`src/design/sspf_pkg.sv`:
```
// Overview of operation
// - each instruction is instruction byte plus parameter
// - first byte after select low is instruction
// - instruction and parameter bytes alternate afterwards
// - unlimited back-to-back instructions under one select
// - transfer runs while select low, clock toggling
// - byte after zero byte is an instruction
// - new instruction aborts previous one
// - dummy out on first instruction, then data
// - output undriven while select high; the code releases the enable only after the two-stage sync delay on select
// - select high resets framing state
// - reset active low, 30 ns guaranteed
// - logic timing derives only from serial clock
// - sample on rising, change after falling
// - mode 0, msb first, below maximum clock
package sspf_pkg;
	localparam int BYTE_W = 8;
	localparam int BIT_CNT_W = 3;
	localparam logic [BIT_CNT_W-1:0] BIT_CNT_ZERO = 3'h0;
	localparam logic [BIT_CNT_W-1:0] BIT_CNT_ONE = 3'h1;
	localparam logic [BIT_CNT_W-1:0] BIT_CNT_LAST = 3'h7;
	localparam logic [BYTE_W-1:0] NO_INSTR_BYTE = 8'h00;
	localparam logic [BYTE_W-1:0] DUMMY_BYTE = 8'h00;
	localparam logic [BYTE_W-1:0] RESET_BYTE = 8'h00;
	localparam int MSB = BYTE_W - 1;
	// reset and clock timing
	localparam int CORE_CLK_MHZ = 250;
	localparam int RST_MIN_NS = 30;
	localparam int RST_MIN_CYC = (RST_MIN_NS * CORE_CLK_MHZ + 999) / 1000;
	localparam int SYNC_STAGES = 2;

	typedef enum logic {
		SLOT_INSTR,
		SLOT_PARAM
	} sspf_slot_t;

	typedef struct packed {
		logic cs_n;
		logic sck;
		logic sdi;
	} sspf_pins_t;

	// idle pin levels held by the synchronisers while in reset
	localparam sspf_pins_t PINS_IDLE = '{cs_n: 1'b1, sck: 1'b0, sdi: 1'b0};

	typedef struct packed {
		logic [BYTE_W-1:0] code;
		logic [BYTE_W-1:0] param;
	} sspf_cmd_t;

	typedef struct packed {
		logic sck_prev;
		logic [BIT_CNT_W-1:0] bit_cnt;
		logic [BYTE_W-1:0] rx_shift;
		sspf_slot_t slot;
		logic [BYTE_W-1:0] instr_byte;
		logic issued;
		logic running;
		logic [BYTE_W-1:0] tx_shift;
		logic cmd_valid;
		logic cmd_abort;
		logic tx_req;
		sspf_cmd_t cmd;
	} sspf_state_t;
endpackage : sspf_pkg

```
`src/design/sspf_framer.sv`:
```
`timescale 1ns/1ps
`default_nettype none
module sspf_framer (
	input wire logic core_clk,
	input wire logic rst_n,
	input wire logic serial_select_n,
	input wire logic serial_clock_line,
	input wire logic serial_in_line,
	output logic serial_out_line,
	output logic serial_out_oe,
	output logic cmd_valid,
	output sspf_pkg::sspf_cmd_t cmd,
	output logic cmd_abort,
	output logic tx_req,
	input wire logic [sspf_pkg::BYTE_W-1:0] tx_data
);
	import sspf_pkg::*;

	sspf_pins_t pins_raw;
	sspf_pins_t pins;
	sspf_state_t st;
	sspf_state_t next_st;
	logic rise;
	logic fall;
	logic [BYTE_W-1:0] rx_byte;
	logic [BYTE_W-1:0] load_byte;

	////////////////////////////////////////////////////////////////////////
	// pin synchronisers
	assign pins_raw = '{cs_n: serial_select_n, sck: serial_clock_line, sdi: serial_in_line};

	sspf_sync #(
		.WIDTH($bits(sspf_pins_t)),
		.RESET_VAL(PINS_IDLE)
	) u_sync (
		.core_clk(core_clk),
		.rst_n(rst_n),
		.async_in(pins_raw),
		.sync_out(pins)
	);

	////////////////////////////////////////////////////////////////////////
	// framing and shifting
	// no free-running timebase: all progress waits on serial clock edges
	assign rise = pins.sck & ~st.sck_prev;
	assign fall = ~pins.sck & st.sck_prev;
	assign rx_byte = {st.rx_shift[MSB-1:0], pins.sdi};
	// dummy until the first instruction is complete, then caller data
	assign load_byte = st.issued ? tx_data : DUMMY_BYTE;

	always_comb begin
		next_st = st;
		next_st.sck_prev = pins.sck;
		next_st.cmd_valid = 1'b0;
		next_st.cmd_abort = 1'b0;
		next_st.tx_req = 1'b0;
		if (pins.cs_n) begin
			// select high clears framing; next select starts on an instruction
			next_st.bit_cnt = BIT_CNT_ZERO;
			next_st.rx_shift = RESET_BYTE;
			next_st.slot = SLOT_INSTR;
			next_st.issued = 1'b0;
			next_st.running = 1'b0;
			next_st.tx_shift = DUMMY_BYTE;
		end else begin
			if (rise) begin
				// sample on rising edge, msb first
				next_st.rx_shift = rx_byte;
				next_st.bit_cnt = BIT_CNT_W'(st.bit_cnt + BIT_CNT_ONE);
				if (st.bit_cnt == BIT_CNT_LAST) begin
					case (st.slot)
						SLOT_INSTR: begin
							if (rx_byte == NO_INSTR_BYTE) begin
								// zero byte: readout carries on, next byte is an instruction
								next_st.slot = SLOT_INSTR;
							end else begin
								next_st.instr_byte = rx_byte;
								next_st.slot = SLOT_PARAM;
								next_st.cmd_abort = st.running;
								next_st.running = 1'b0;
							end
						end
						SLOT_PARAM: begin
							next_st.cmd.code = st.instr_byte;
							next_st.cmd.param = rx_byte;
							next_st.cmd_valid = 1'b1;
							next_st.issued = 1'b1;
							next_st.running = 1'b1;
							next_st.slot = SLOT_INSTR;
						end
						default: begin
							next_st.slot = SLOT_INSTR;
						end
					endcase
				end
			end else if (fall) begin
				// output moves only after falling edge; load at byte boundary
				if (st.bit_cnt == BIT_CNT_ZERO) begin
					next_st.tx_shift = load_byte;
					next_st.tx_req = st.issued;
				end else begin
					next_st.tx_shift = {st.tx_shift[MSB-1:0], 1'b0};
				end
			end
		end
	end

	always_ff @(posedge core_clk) begin
		// rst_n low at any single core_clk edge resets; RST_MIN_CYC edges are not required
		if (!rst_n) begin
			st <= '0;
		end else begin
			st <= next_st;
		end
	end

	////////////////////////////////////////////////////////////////////////
	// outputs
	assign serial_out_line = st.tx_shift[MSB];
	// enable follows synchronised select, so release lags the pin by sync delay
	assign serial_out_oe = ~pins.cs_n;
	assign cmd_valid = st.cmd_valid;
	assign cmd = st.cmd;
	assign cmd_abort = st.cmd_abort;
	assign tx_req = st.tx_req;
endmodule : sspf_framer
`default_nettype wire

```
`src/design/sspf_sync.sv`:
```
`timescale 1ns/1ps
`default_nettype none
module sspf_sync #(
	parameter int WIDTH = 3,
	parameter logic [WIDTH-1:0] RESET_VAL = '0
) (
	input wire logic core_clk,
	input wire logic rst_n,
	input wire logic [WIDTH-1:0] async_in,
	output logic [WIDTH-1:0] sync_out
);
	import sspf_pkg::*;

	typedef struct packed {
		logic [WIDTH-1:0] stage1;
		logic [WIDTH-1:0] stage2;
	} sspf_sync_state_t;

	sspf_sync_state_t st;
	sspf_sync_state_t next_st;

	// stage1 is read only by stage2
	always_comb begin
		next_st = st;
		next_st.stage1 = async_in;
		next_st.stage2 = st.stage1;
	end

	always_ff @(posedge core_clk) begin
		if (!rst_n) begin
			// idle levels: no false select or clock edge right after release
			st <= '{stage1: RESET_VAL, stage2: RESET_VAL};
		end else begin
			st <= next_st;
		end
	end

	assign sync_out = st.stage2;
endmodule : sspf_sync
`default_nettype wire

```
`config.mk`:
```
export PLATFORM = sky130hd
export DESIGN_NAME = sspf_framer
export DESIGN_NICKNAME = d
export VERILOG_FILES = /design/src/design/sspf_pkg.sv /design/src/design/sspf_framer.sv /design/src/design/sspf_sync.sv
export SDC_FILE = /design/constraint.sdc
export NUM_CORES = 1
export LEC_CHECK = 0
export BUFFER_PORTS_ARGS = -buffer_cell sky130_fd_sc_hd__buf_2
export CORE_MARGIN = 3
export CORE_UTILIZATION = 49
export DETAILED_ROUTE_END_ITERATION = 16
export PLACE_DENSITY_LB_ADDON = 0.05
export REMOVE_ABC_BUFFERS = 1
export SLEW_MARGIN = 40
export SYNTH_ARGS = -nofsm -noshare
export SYNTH_HDL_FRONTEND = slang
export SYNTH_HIERARCHICAL = 1
export SYNTH_SLANG_ARGS = --single-unit
export TNS_END_PERCENT = 10
```
`constraint.sdc`:
```
create_clock -name core_clk -period 3.7 [get_ports core_clk]
set_input_delay 0.555 -clock core_clk [delete_from_list [all_inputs] [get_ports core_clk]]
set_output_delay 0.555 -clock core_clk [all_outputs]
set_load 0.005 [all_outputs]
```
Yosys cells after proc, flatten, opt, wreduce, memory -nomap -nowiden
Cells that the tools add are included.
{"block": "classes", "n_addsub": 1, "n_eq_ne": 2, "muxes": 7, "bitwise": 12, "reduce_logical": 12}
{"operator": "two-way mux 8 bit", "n": 2}
{"operator": "inverter 1 bit", "n": 10}
{"operator": "zero test 8 bit", "n": 1}
{"operator": "AND reduction 3 bit", "n": 2}
{"operator": "OR reduction 6 bit", "n": 1}
{"operator": "AND reduction 5 bit", "n": 1}
{"operator": "OR reduction 5 bit", "n": 1}
{"operator": "one-hot mux 1 bit (2 select lines)", "n": 2}
{"operator": "AND reduction 2 bit", "n": 2}
{"operator": "AND reduction 4 bit", "n": 1}
{"operator": "OR reduction 4 bit", "n": 1}
{"operator": "adder 3 x 1 -> 3 bit (second input constant)", "n": 1}
{"operator": "== test 3 bit (second input constant)", "n": 1}
{"operator": "zero test 3 bit", "n": 1}
{"operator": "two-way mux 1 bit", "n": 3}
{"operator": "bitwise AND 1 bit", "n": 2}
{"operator": "!= test 2 bit (second input constant)", "n": 1}
{"operator": "OR reduction 2 bit", "n": 1}
{"block": "word_totals", "reg_bits": 55, "out_inout_bits": 21}

Longest topological paths before layout
Gate-level depths: netlist of the first run.
{"block": "logic_depth", "word_depth": 4, "mapped_depth": 7, "ltp_nobuf": 5}

By module
The synthesis of the first run kept the hierarchy.
{"mod": "sspf_framer", "instances": 1, "cells_each": 247, "area_each_um2": 2090.8, "seq_area_each_um2": 980.9}
{"mod": "sspf_sync", "instances": 1, "cells_each": 12, "area_each_um2": 157.7, "seq_area_each_um2": 120.1}

Worst setup path after synthesis of the first run
No wires, ideal clock.
{"block": "synth_path", "path_kind": "register to register", "start": "register st[46] in the netlist's numbering", "end": "register st[29] in the netlist's numbering", "setup_ps": 72, "arrival_time_ps": 1451, "required_time_ps": 3628, "setup_slack_ps": 2178, "stages_incl_launch_ff": 8, "n_path_buf": 2, "path_cell_list": "dfxtp_1 ha_1 ha_1 nand4bb_1 buf_2 a211oi_2 buf_6 mux2i_1"}
{"block": "synth_between", "elab_chain_len": 2}
{"item": "start: declaration", "line_no": "sspf_framer.sv:21", "source": "sspf_state_t st;"}
{"item": "start signal: assignment", "line_no": "sspf_framer.sv:113", "source": "st <= next_st;"}
{"item": "== test 3 bit", "line_no": "sspf_framer.sv:70", "source": "if (st.bit_cnt == BIT_CNT_LAST) begin"}
{"item": "AND reduction 5 bit (no source line)"}
No other way between the ends.
A chain may end at the register's enable or synchronous reset.

Final worst setup path of the first run
{"block": "layout_path", "start": "register st[46] in the netlist's numbering", "end": "register st[32] in the netlist's numbering"}
The elaborated chain is that of the path after synthesis.

==> flow_metrics.py, run 1 <==
metrics = {
    "status": {
        "run_status": "finished clean",
    },
    "drt": {
        "route.detailed.drc": 0,
        "first_pass_iters": 4,
        "num_vias": 1688,
        "drt_iter0_drc": 73,
        "drtAntennaViolNets": 0,
        "wl_per_cell_um": 13.2,
        "vias_per_cell": 5.29,
        "wirelength_um": 4200,
    },
    "cells_and_area": {
        "antenna_cells_inserted": 0,
        "area_growth_syn_to_layout_pct": 5.68,
        "finalNonFillerCells": 319,
        "mostFrequentLayoutCells": "dfxtp_1 (55), nand2_1 (42), buf_2 (33), nand3_1 (30), a21oi_1 (25)",
        "nets": 282,
        "drive_gt1_frac": 0.180,
        "layout_commonest_cell": "dfxtp_1",
    },
    "clock_network": {
        "htree_levels": 2,
        "root_buffer": "clkbuf_8",
        "cts_resized": 0,
        "cts_hold_buf": 0,
        "postCtsSetupBuffers": 0,
        "tritoncts": "built",
        "cts_buffers": 5,
        "clk_pin_slew_ns": 0.09,
        "clk_latency_ns": 0.30,
        "clock_sinks": 55,
        "clock_path_buffers": 2,
    },
    "global_route": {
        "grt_pass1_wl_um": 7200,
        "grt_usage": 0.169,
        "gr-usage-met2": 0.255,
        "grtUsageMet1": 0.233,
        "antenna_found_initial": 0,
        "grt_start_max_net_pins": 28,
        "grt_use_met3": 0.0451,
        "grt.busiest_layer": "met2",
        "first_global_vias": 1534,
        "grt_overflow": 0,
    },
    "sta": {
        "finalSetupTns_ns": 0,
        "hold_slack_ns": 0.421,
        "grt_setup_unrepaired": "false",
        "fin_crit_sh": 0.523,
        "tightest_slew_ns": 0.751,
        "finClkSkew_ns": 0.00739,
        "fin_crit_ns": 1.93,
        "slew_headroom": 0.499,
        "timing.final.max_slew_violations": 0,
        "fmax_ghz": 0.517,
        "hold_violations": 0,
        "finalSetupViolCount": 0,
    },
    "power_and_ir_drop": {
        "cellLeakagePower_uw": 0.000859,
        "seqPwrFrac": 0.635,
        "swShare": 0.219,
        "p_int_uw": 735,
        "power.density_mw_per_mm2": 396,
        "p_clk_frac": 0.337,
        "fin_total_pwr_uw": 941,
        "switchingPower_uw": 206,
        "ir_drop_mv": 0.200,
        "p_comb_frac": 0.028,
    },
    "synth": {
        "netlist_area_mm2": 0.00225,
        "ys_types": 32,
        "yosysWarnings": 6,
        "synth_seq_cells": 55,
        "synthCells": 259,
        "seq_area_frac_synth": 0.490,
        "synth_area_per_cell_um2": 8.68,
    },
    "floorplanning": {
        "core_area_mm2": 0.00438,
        "die_area_mm2": 0.00544,
        "pin_count": 34,
        "die_h_um": 73.7,
        "fp.dieW_um": 73.7,
        "rows": 24,
        "start_util": 0.513,
    },
    "setup_path": {
        "arrival_ns": 2.17,
        "crit_slowest_cell": "a211oi_4",
        "crit_top_cell": "ha_1",
        "critPathTopFamily": "compound AO/OA/AOI/OAI gates",
        "path_class": "flop to flop",
        "cp_num_buf_inv": 1,
        "cp-start-kind": "flop",
        "cp.required_ns": 3.93,
        "crit_chain": "ha_1 > ha_1 > nand4bb_1 > buf_4 > a211oi_4 > mux2i_1",
        "cp_max_fo": 18,
        "cpPeakStageDelay_ns": 0.56,
        "endpoint_kind": "flop",
    },
    "worst_hold_path": {
        "hold_class": "flop to flop",
    },
    "placed_design": {
        "place_congestion": 0.735,
        "place_inst": 311,
        "dp_hpwl_um": 2820,
        "port_buffers": 33,
    },
    "run": {
        "maxCapViolCount": 0,
    },
}
-- layout make-up --
type,count,area [um^2]
clock buffers,5,68.8
clock inverters,3,15.0
fillers,427,2010
inverters,6,22.5
multi-input cells,163,923
flip-flops and latches,55,1100
well taps,52,65.1
repair buffers,35,180
-- metal layers --
layer  up-vias  wire length [um]
li1        874                 -
met1       782              2130
met2        30              1860
met3         2               186
met4         0                23
met5         -                 0
-- synth_stat cells (all sizes together) --
| library cell | count | area, um^2 |
|---|---|---|
| a32oi | 1 | 8.76 |
| clkinv | 1 | 3.75 |
| xnor2 | 1 | 8.76 |
| and3 | 2 | 12.5 |
| nor3 | 1 | 5.00 |
| nor2 | 2 | 7.51 |
| a21oi | 25 | 125 |
| nand2b | 6 | 37.5 |
| nand3 | 30 | 150 |
| ha | 3 | 37.5 |
| and2b | 1 | 7.51 |
| clkbuf | 13 | 50.0 |
| nor4 | 2 | 25.0 |
| dfxtp | 55 | 1100 |
| and4bb | 2 | 25.0 |
| a21o | 1 | 7.51 |
| and2 | 5 | 31.3 |
| buf | 22 | 159 |
| inv | 5 | 18.8 |
| a211oi | 2 | 20.0 |
| o21ai | 16 | 80.1 |
| nor2b | 2 | 12.5 |
| mux2i | 8 | 80.1 |
| nand4bb | 1 | 11.3 |
| o21a | 1 | 7.51 |
| nand2 | 42 | 158 |
| a31oi | 8 | 50.1 |
| o21bai | 1 | 7.51 |
-- state kept, by name (all words and copies together), names as in the netlist --
register	flops
u_sync/next_st	3
rx_byte	7
u_sync/sync_out	3
serial_out_line	1
cmd	16
cmd_valid	1
tx_req	1
st	22
cmd_abort	1
-- per-stage QoR --
stage | area (um^2) | setup slack (ns) | util
final | 2380 | 1.77 | 0.542
after global routing | 2380 | 1.59 | 0.542
after CTS | 2380 | 1.74 | 0.542
after detailed placement | 2290 | 1.74 | 0.523
after global placement | 2280 | 1.58 | 0.521
after floorplan | 2040 | 1.63 | -
-- power by group through the flow --
stage / sequential (uW) / clock [uW] / combinational (uW)
after detailed placement: 611 / 0 / 27.1
final: 597 / 317 / 26.6
after global routing: 598 / 352 / 29.9
after floorplan: 610 / 0 / 12.1
after CTS: 598 / 331 / 27.1
after global placement: 611 / 0 / 26.5
-- worst paths after layout --
check,start,end,cells after the start,slack [ns]
worst max register to register,st[46],st[32],6,1.77
worst max-delay path,st[46],st[32],6,1.77
worst min-delay path,u_sync/next_st[2],u_sync/sync_out[2],1,0.42
worst min register to register,u_sync/next_st[2],u_sync/sync_out[2],1,0.42
-- kinds of logic after synthesis --
family | Yosys count | synth area share
and+or+nand+nor | 96 | 0.215
AOI/OAI and AO/OA | 55 | 0.136
DFF | 55 | 0.490
buffers and inverters | 41 | 0.103
muxes | 8 | 0.0356
adders and majority gates | 3 | 0.0167
xor gates and xnor gates | 1 | 0.00390
(Power assumes the default switching activity.)
==> run 2: changes to the inputs <==
==> constraint.sdc (replaced) <==
create_clock -name core_clk -period 1.9 [get_ports core_clk]
set_input_delay 0.285 -clock core_clk [delete_from_list [all_inputs] [get_ports core_clk]]
set_output_delay 0.285 -clock core_clk [all_outputs]
set_load 0.005 [all_outputs]
==> run 2 against run 1 <==
Compared with the run above: via count increased by 1.1%; cell area increased by 1.2%; sequential power increased by 94%; critical path type unchanged; largest power group unchanged.
==> flow_metrics.py, run 2 (synthesis results as in run 1) <==
metrics = {
    "status": {
        "run_status": "finished clean",
    },
    "sta": {
        "fin_crit_sh": 0.836,
        "slew_headroom": 0.705,
        "fmax_ghz": 0.630,
        "hold_violations": 0,
        "finalSetupTns_ns": 0,
        "hold_slack_ns": 0.159,
        "timing.final.max_slew_violations": 0,
        "tightest_slew_ns": 0.442,
        "finClkSkew_ns": 0.00546,
        "finalSetupViolCount": 0,
        "grt_setup_unrepaired": "false",
        "fin_crit_ns": 1.59,
    },
    "drt": {
        "wl_per_cell_um": 12.9,
        "num_vias": 1707,
        "met1_length_um": 2210,
        "route.detailed.drc": 0,
        "first_pass_iters": 4,
        "drtAntennaViolNets": 0,
        "met3_length_um": 181,
        "top_layer": "met4",
        "vias_per_cell": 5.27,
        "wirelength_um": 4190,
        "drt_iter0_drc": 44,
        "met2_length_um": 1750,
    },
    "floorplanning": {
        "rows": 24,
        "fp.dieW_um": 73.7,
        "die_h_um": 73.7,
        "core_area_mm2": 0.00438,
        "die_area_mm2": 0.00544,
        "pin_count": 34,
        "start_util": 0.513,
    },
    "cells_and_area": {
        "nets": 287,
        "mostFrequentLayoutCells": "dfxtp_1 (55), nand2_1 (42), buf_2 (33), nand3_1 (30), a21oi_1 (25)",
        "drive_gt1_frac": 0.188,
        "layout_commonest_cell": "dfxtp_1",
        "area_growth_syn_to_layout_pct": 6.90,
        "largest_reg_flops": 22,
        "num-fill-cells": 416,
        "final_core_util": 0.548,
        "largest-register": "st",
        "antenna_cells_inserted": 0,
    },
    "setup_path": {
        "crit_slowest_cell": "dfxtp_1",
        "critPathTopFamily": "simple AND/OR/NAND/NOR gates",
        "cp.required_ns": 2.14,
        "path_class": "flop to flop",
        "cpPeakStageDelay_ns": 0.38,
        "endpoint_kind": "flop",
        "arrival_ns": 1.83,
        "cp_num_buf_inv": 1,
        "crit_top_cell": "ha_1",
        "rrSetupSlack_ns": 0.31,
        "cp_max_fo": 17,
        "crit_chain": "ha_1 > ha_1 > nand4bb_1 > buf_4 > nor3_1 > o21bai_1",
        "cp-start-kind": "flop",
    },
    "clock_network": {
        "cts_resized": 0,
        "clk_latency_ns": 0.30,
        "clk_pin_slew_ns": 0.09,
        "htree_levels": 2,
        "clock_path_buffers": 2,
        "postCtsSetupBuffers": 0,
        "tritoncts": "built",
        "root_buffer": "clkbuf_8",
        "cts_buffers": 5,
        "cts_hold_buf": 0,
        "clock_sinks": 55,
    },
    "global_route": {
        "first_global_vias": 1472,
        "grt_usage": 0.165,
        "antenna_found_initial": 0,
        "grt_overflow": 0,
        "grt_start_max_net_pins": 25,
        "grt_pass1_wl_um": 7000,
    },
    "power_and_ir_drop": {
        "cellLeakagePower_uw": 0.000879,
        "fin_total_pwr_uw": 1830,
        "power.density_mw_per_mm2": 763,
        "ir_drop_mv": 0.421,
    },
    "placed_design": {
        "port_buffers": 33,
        "place_congestion": 0.732,
        "dp_hpwl_um": 2780,
    },
    "worst_hold_path": {
        "hold_class": "input port to flop",
    },
    "run": {
        "maxCapViolCount": 0,
    },
}
-- run 2: cell types whose count changed in the layout (fill, tap and decap cells not counted), sizes merged --
| cell | delta |
|---|---|
| clkbuf | +2 |
| clkinv | -2 |
| buf | +5 |
-- run 2: worst paths after layout --
kind                          start  depth (start not counted)                 end
setup / recovery             st[46]                          6              st[27]
hold / removal      serial_select_n                          2   u_sync/next_st[2]
setup reg to reg             st[46]                          6              st[27]
hold reg to reg   u_sync/next_st[2]                          1  u_sync/sync_out[2]
-- run 2: final cells by class --
cell class	instances	area (um^2)	share of cell area
Tap cell	52	65.1	0.0271
Clock inverter	1	5.00	0.00208
Timing Repair Buffer	40	218	0.0906
Clock buffer	7	76.3	0.0318
Sequential cell	55	1100	0.458
Inverter	6	22.5	0.00937
Multi-Input combinational cell	163	916	0.381
-- run 2: through the flow --
step | area (um^2) | cells | worst slack [ns]
after floorplan | 2040 | 224 | -0.165
after global placement | 2320 | 316 | 0.386
after detailed placement | 2320 | 316 | 0.301
after CTS | 2400 | 324 | 0.271
after global routing | 2400 | 324 | 0.137
final | 2400 | 324 | 0.312
-- run 2: layer usage --
metal  track usage  vias to the layer above
met5             0                        -
met4        0.0483                        0
met3        0.0410                        6
met2         0.234                       31
met1         0.244                      782
li1              -                      888
-- run 2: power breakdown --
part | total [uW] | internal (uW) | switching [uW] | leakage (uW)
Combinational | 56.2 | 22.8 | 33.5 | 0.000392
Sequential | 1160 | 1160 | 4.86 | 0.000444
Clock | 614 | 260 | 354 | 0.0000422
==> run 3: changes to the inputs <==
==> constraint.sdc (replaced) <==
create_clock -name core_clk -period 1.56 [get_ports core_clk]
set_input_delay 0.234 -clock core_clk [delete_from_list [all_inputs] [get_ports core_clk]]
set_output_delay 0.234 -clock core_clk [all_outputs]
set_load 0.005 [all_outputs]
==> run 3 against run 2 <==
Compared with the run above: largest power group unchanged; die area did not move; cell area is 5.2% higher; critical endpoint is now st[29]; largest cell class unchanged; non-clock buffer count up 6.
==> flow_metrics.py, run 3 (synthesis results as in run 1) <==
metrics = {
    "cells_and_area": {
        "drive_gt1_frac": 0.230,
        "multi_input_area_um2": 962,
        "seqCellArea_mm2": 0.00110,
        "largest_reg_flops": 22,
        "final_core_util": 0.577,
        "antenna_cells_inserted": 0,
        "layout_commonest_cell": "dfxtp_1",
        "num-fill-cells": 415,
        "mostFrequentLayoutCells": "dfxtp_1 (53), nand2_1 (42), buf_2 (33), nand3_1 (30), a21oi_1 (25)",
        "area_growth_syn_to_layout_pct": 12.5,
        "nets": 293,
        "postLayoutCellArea_mm2": 0.00253,
        "largest-register": "st",
    },
    "global_route": {
        "first_global_vias": 1553,
        "grt_start_max_net_pins": 25,
        "grt_overflow": 0,
        "grt_pass1_wl_um": 7360,
        "grt_usage": 0.175,
        "antenna_found_initial": 0,
    },
    "setup_path": {
        "cp_max_fo": 4,
        "endpoint_kind": "flop",
        "crit_chain": "ha_4 > ha_4 > nand4bb_4 > a211oi_2 > buf_4 > mux2i_1",
        "crit_slowest_cell": "dfxtp_2",
        "cp-start-kind": "flop",
        "rr_startpoint": "st[46]",
        "path_class": "flop to flop",
        "crit_top_cell": "ha_4",
        "ff2ff_path_depth": 6,
        "rrSetupSlack_ns": 0.08,
        "cp.required_ns": 1.80,
        "cpPeakStageDelay_ns": 0.37,
        "r2r_end": "st[29]",
        "arrival_ns": 1.72,
    },
    "drt": {
        "wirelength_um": 4500,
        "num_vias": 1748,
        "vias_per_cell": 5.30,
        "route.detailed.drc": 0,
        "drt_iter0_drc": 130,
        "drtAntennaViolNets": 0,
        "first_pass_iters": 4,
        "wl_per_cell_um": 13.6,
    },
    "worst_hold_path": {
        "hold_class": "input port to flop",
        "min_to": "u_sync/next_st[2]",
        "hold_path_depth": 2,
        "worstHoldStart": "serial_select_n",
    },
    "sta": {
        "hold_violations": 0,
        "slew_headroom": 0.670,
        "postLayoutSetupSlackWorst_ns": 0.0786,
        "finClkSkew_ns": 0.00492,
        "tightest_slew_ns": 0.495,
        "finalSetupViolCount": 0,
        "fmax_ghz": 0.675,
        "timing.final.max_slew_violations": 0,
        "fin_crit_ns": 1.48,
        "hold_slack_ns": 0.104,
        "fin_crit_sh": 0.950,
    },
    "clock_network": {
        "clock_sinks": 55,
        "clk_latency_ns": 0.30,
        "cts_buffers": 5,
        "root_buffer": "clkbuf_8",
        "clk_pin_slew_ns": 0.09,
        "htree_levels": 2,
        "tritoncts": "built",
        "clock_path_buffers": 2,
        "cts_hold_buf": 0,
    },
    "placed_design": {
        "place_ws_ns": -0.0122,
        "place_area_mm2": 0.00237,
        "port_buffers": 33,
        "dp_hpwl_um": 2990,
        "place_congestion": 0.788,
    },
    "power_and_ir_drop": {
        "power.density_mw_per_mm2": 923,
        "cellLeakagePower_uw": 0.000920,
        "ir_drop_mv": 0.535,
    },
    "status": {
        "run_status": "finished clean",
    },
    "floorplanning": {
        "pin_count": 34,
        "die_h_um": 73.7,
        "die_area_mm2": 0.00544,
        "core_area_mm2": 0.00438,
        "fp.dieW_um": 73.7,
        "rows": 24,
        "start_util": 0.513,
    },
    "run": {
        "maxCapViolCount": 0,
    },
}
## run 3: cell type report
cell class | count | share of cell area
clock buffer | 8 | 0.0396
sequential | 55 | 0.436
multi-input combinational | 163 | 0.381
inverter | 6 | 0.00891
tap | 52 | 0.0257
timing repair buffer | 46 | 0.109
## run 3: per-stage QoR
step / setup TNS, ns / total power [uW] / std cells
after floorplan: -4.53 / 1480 / 224
after global placement: 0 / 1520 / 321
after detailed placement: -0.0122 / 1520 / 321
after CTS: 0 / 2350 / 329
after global routing: -0.0479 / 2420 / 330
final: 0 / 2330 / 330
## run 3: repair_timing
| item | 4_1_cts | 5_1_grt |
|---|---|---|
| pin swaps | 1 | 1 |
| gates resized for setup | 3 | 5 |
| buffers inserted | 0 | 1 |
| endpoints found under the setup margin | 11 | 12 |
## run 3: routing by layer
layer / GRT usage / share of wire / vias to the layer above
li1: - / - / 897
met1: 0.248 / 0.50 / 807
met2: 0.255 / 0.44 / 37
met3: 0.0492 / 0.048 / 7
met4: 0.0543 / 0.012 / 0
met5: 0 / 0 / -
## run 3: critical path, delay by kind of cell (launching register included)
family / cells / cell delay (ns)
multiplexers: 1 / 0.19
buffers and inverters: 1 / 0.19
AND/OR/NAND/NOR: 1 / 0.13
adder cells (fa/ha/maj): 2 / 0.28
flip-flops: 1 / 0.37
AO/OA/AOI/OAI: 1 / 0.25
## run 3: power by group
group          total (uW)  internal, uW  leakage, uW  switching [uW]
sequential           1420          1410     0.000445            7.03
clock                 843           406    0.0000515             437
combinational        72.5          30.2     0.000423            42.3
## run 3: worst max path at each step
stage	start	endpoint	slack (ns)	cells after the start
6_report	st[46]	st[29]	0.08	6
5_1_grt	st[46]	st[29]	-0.02	6
4_1_cts	st[46]	st[29]	0.002	6
3_5_place_dp	st[47]	st[27]	-0.01	6
3_3_place_gp	st[47]	st[35]	0.08	6
2_1_floorplan	st[46]	st[29]	-0.51	5
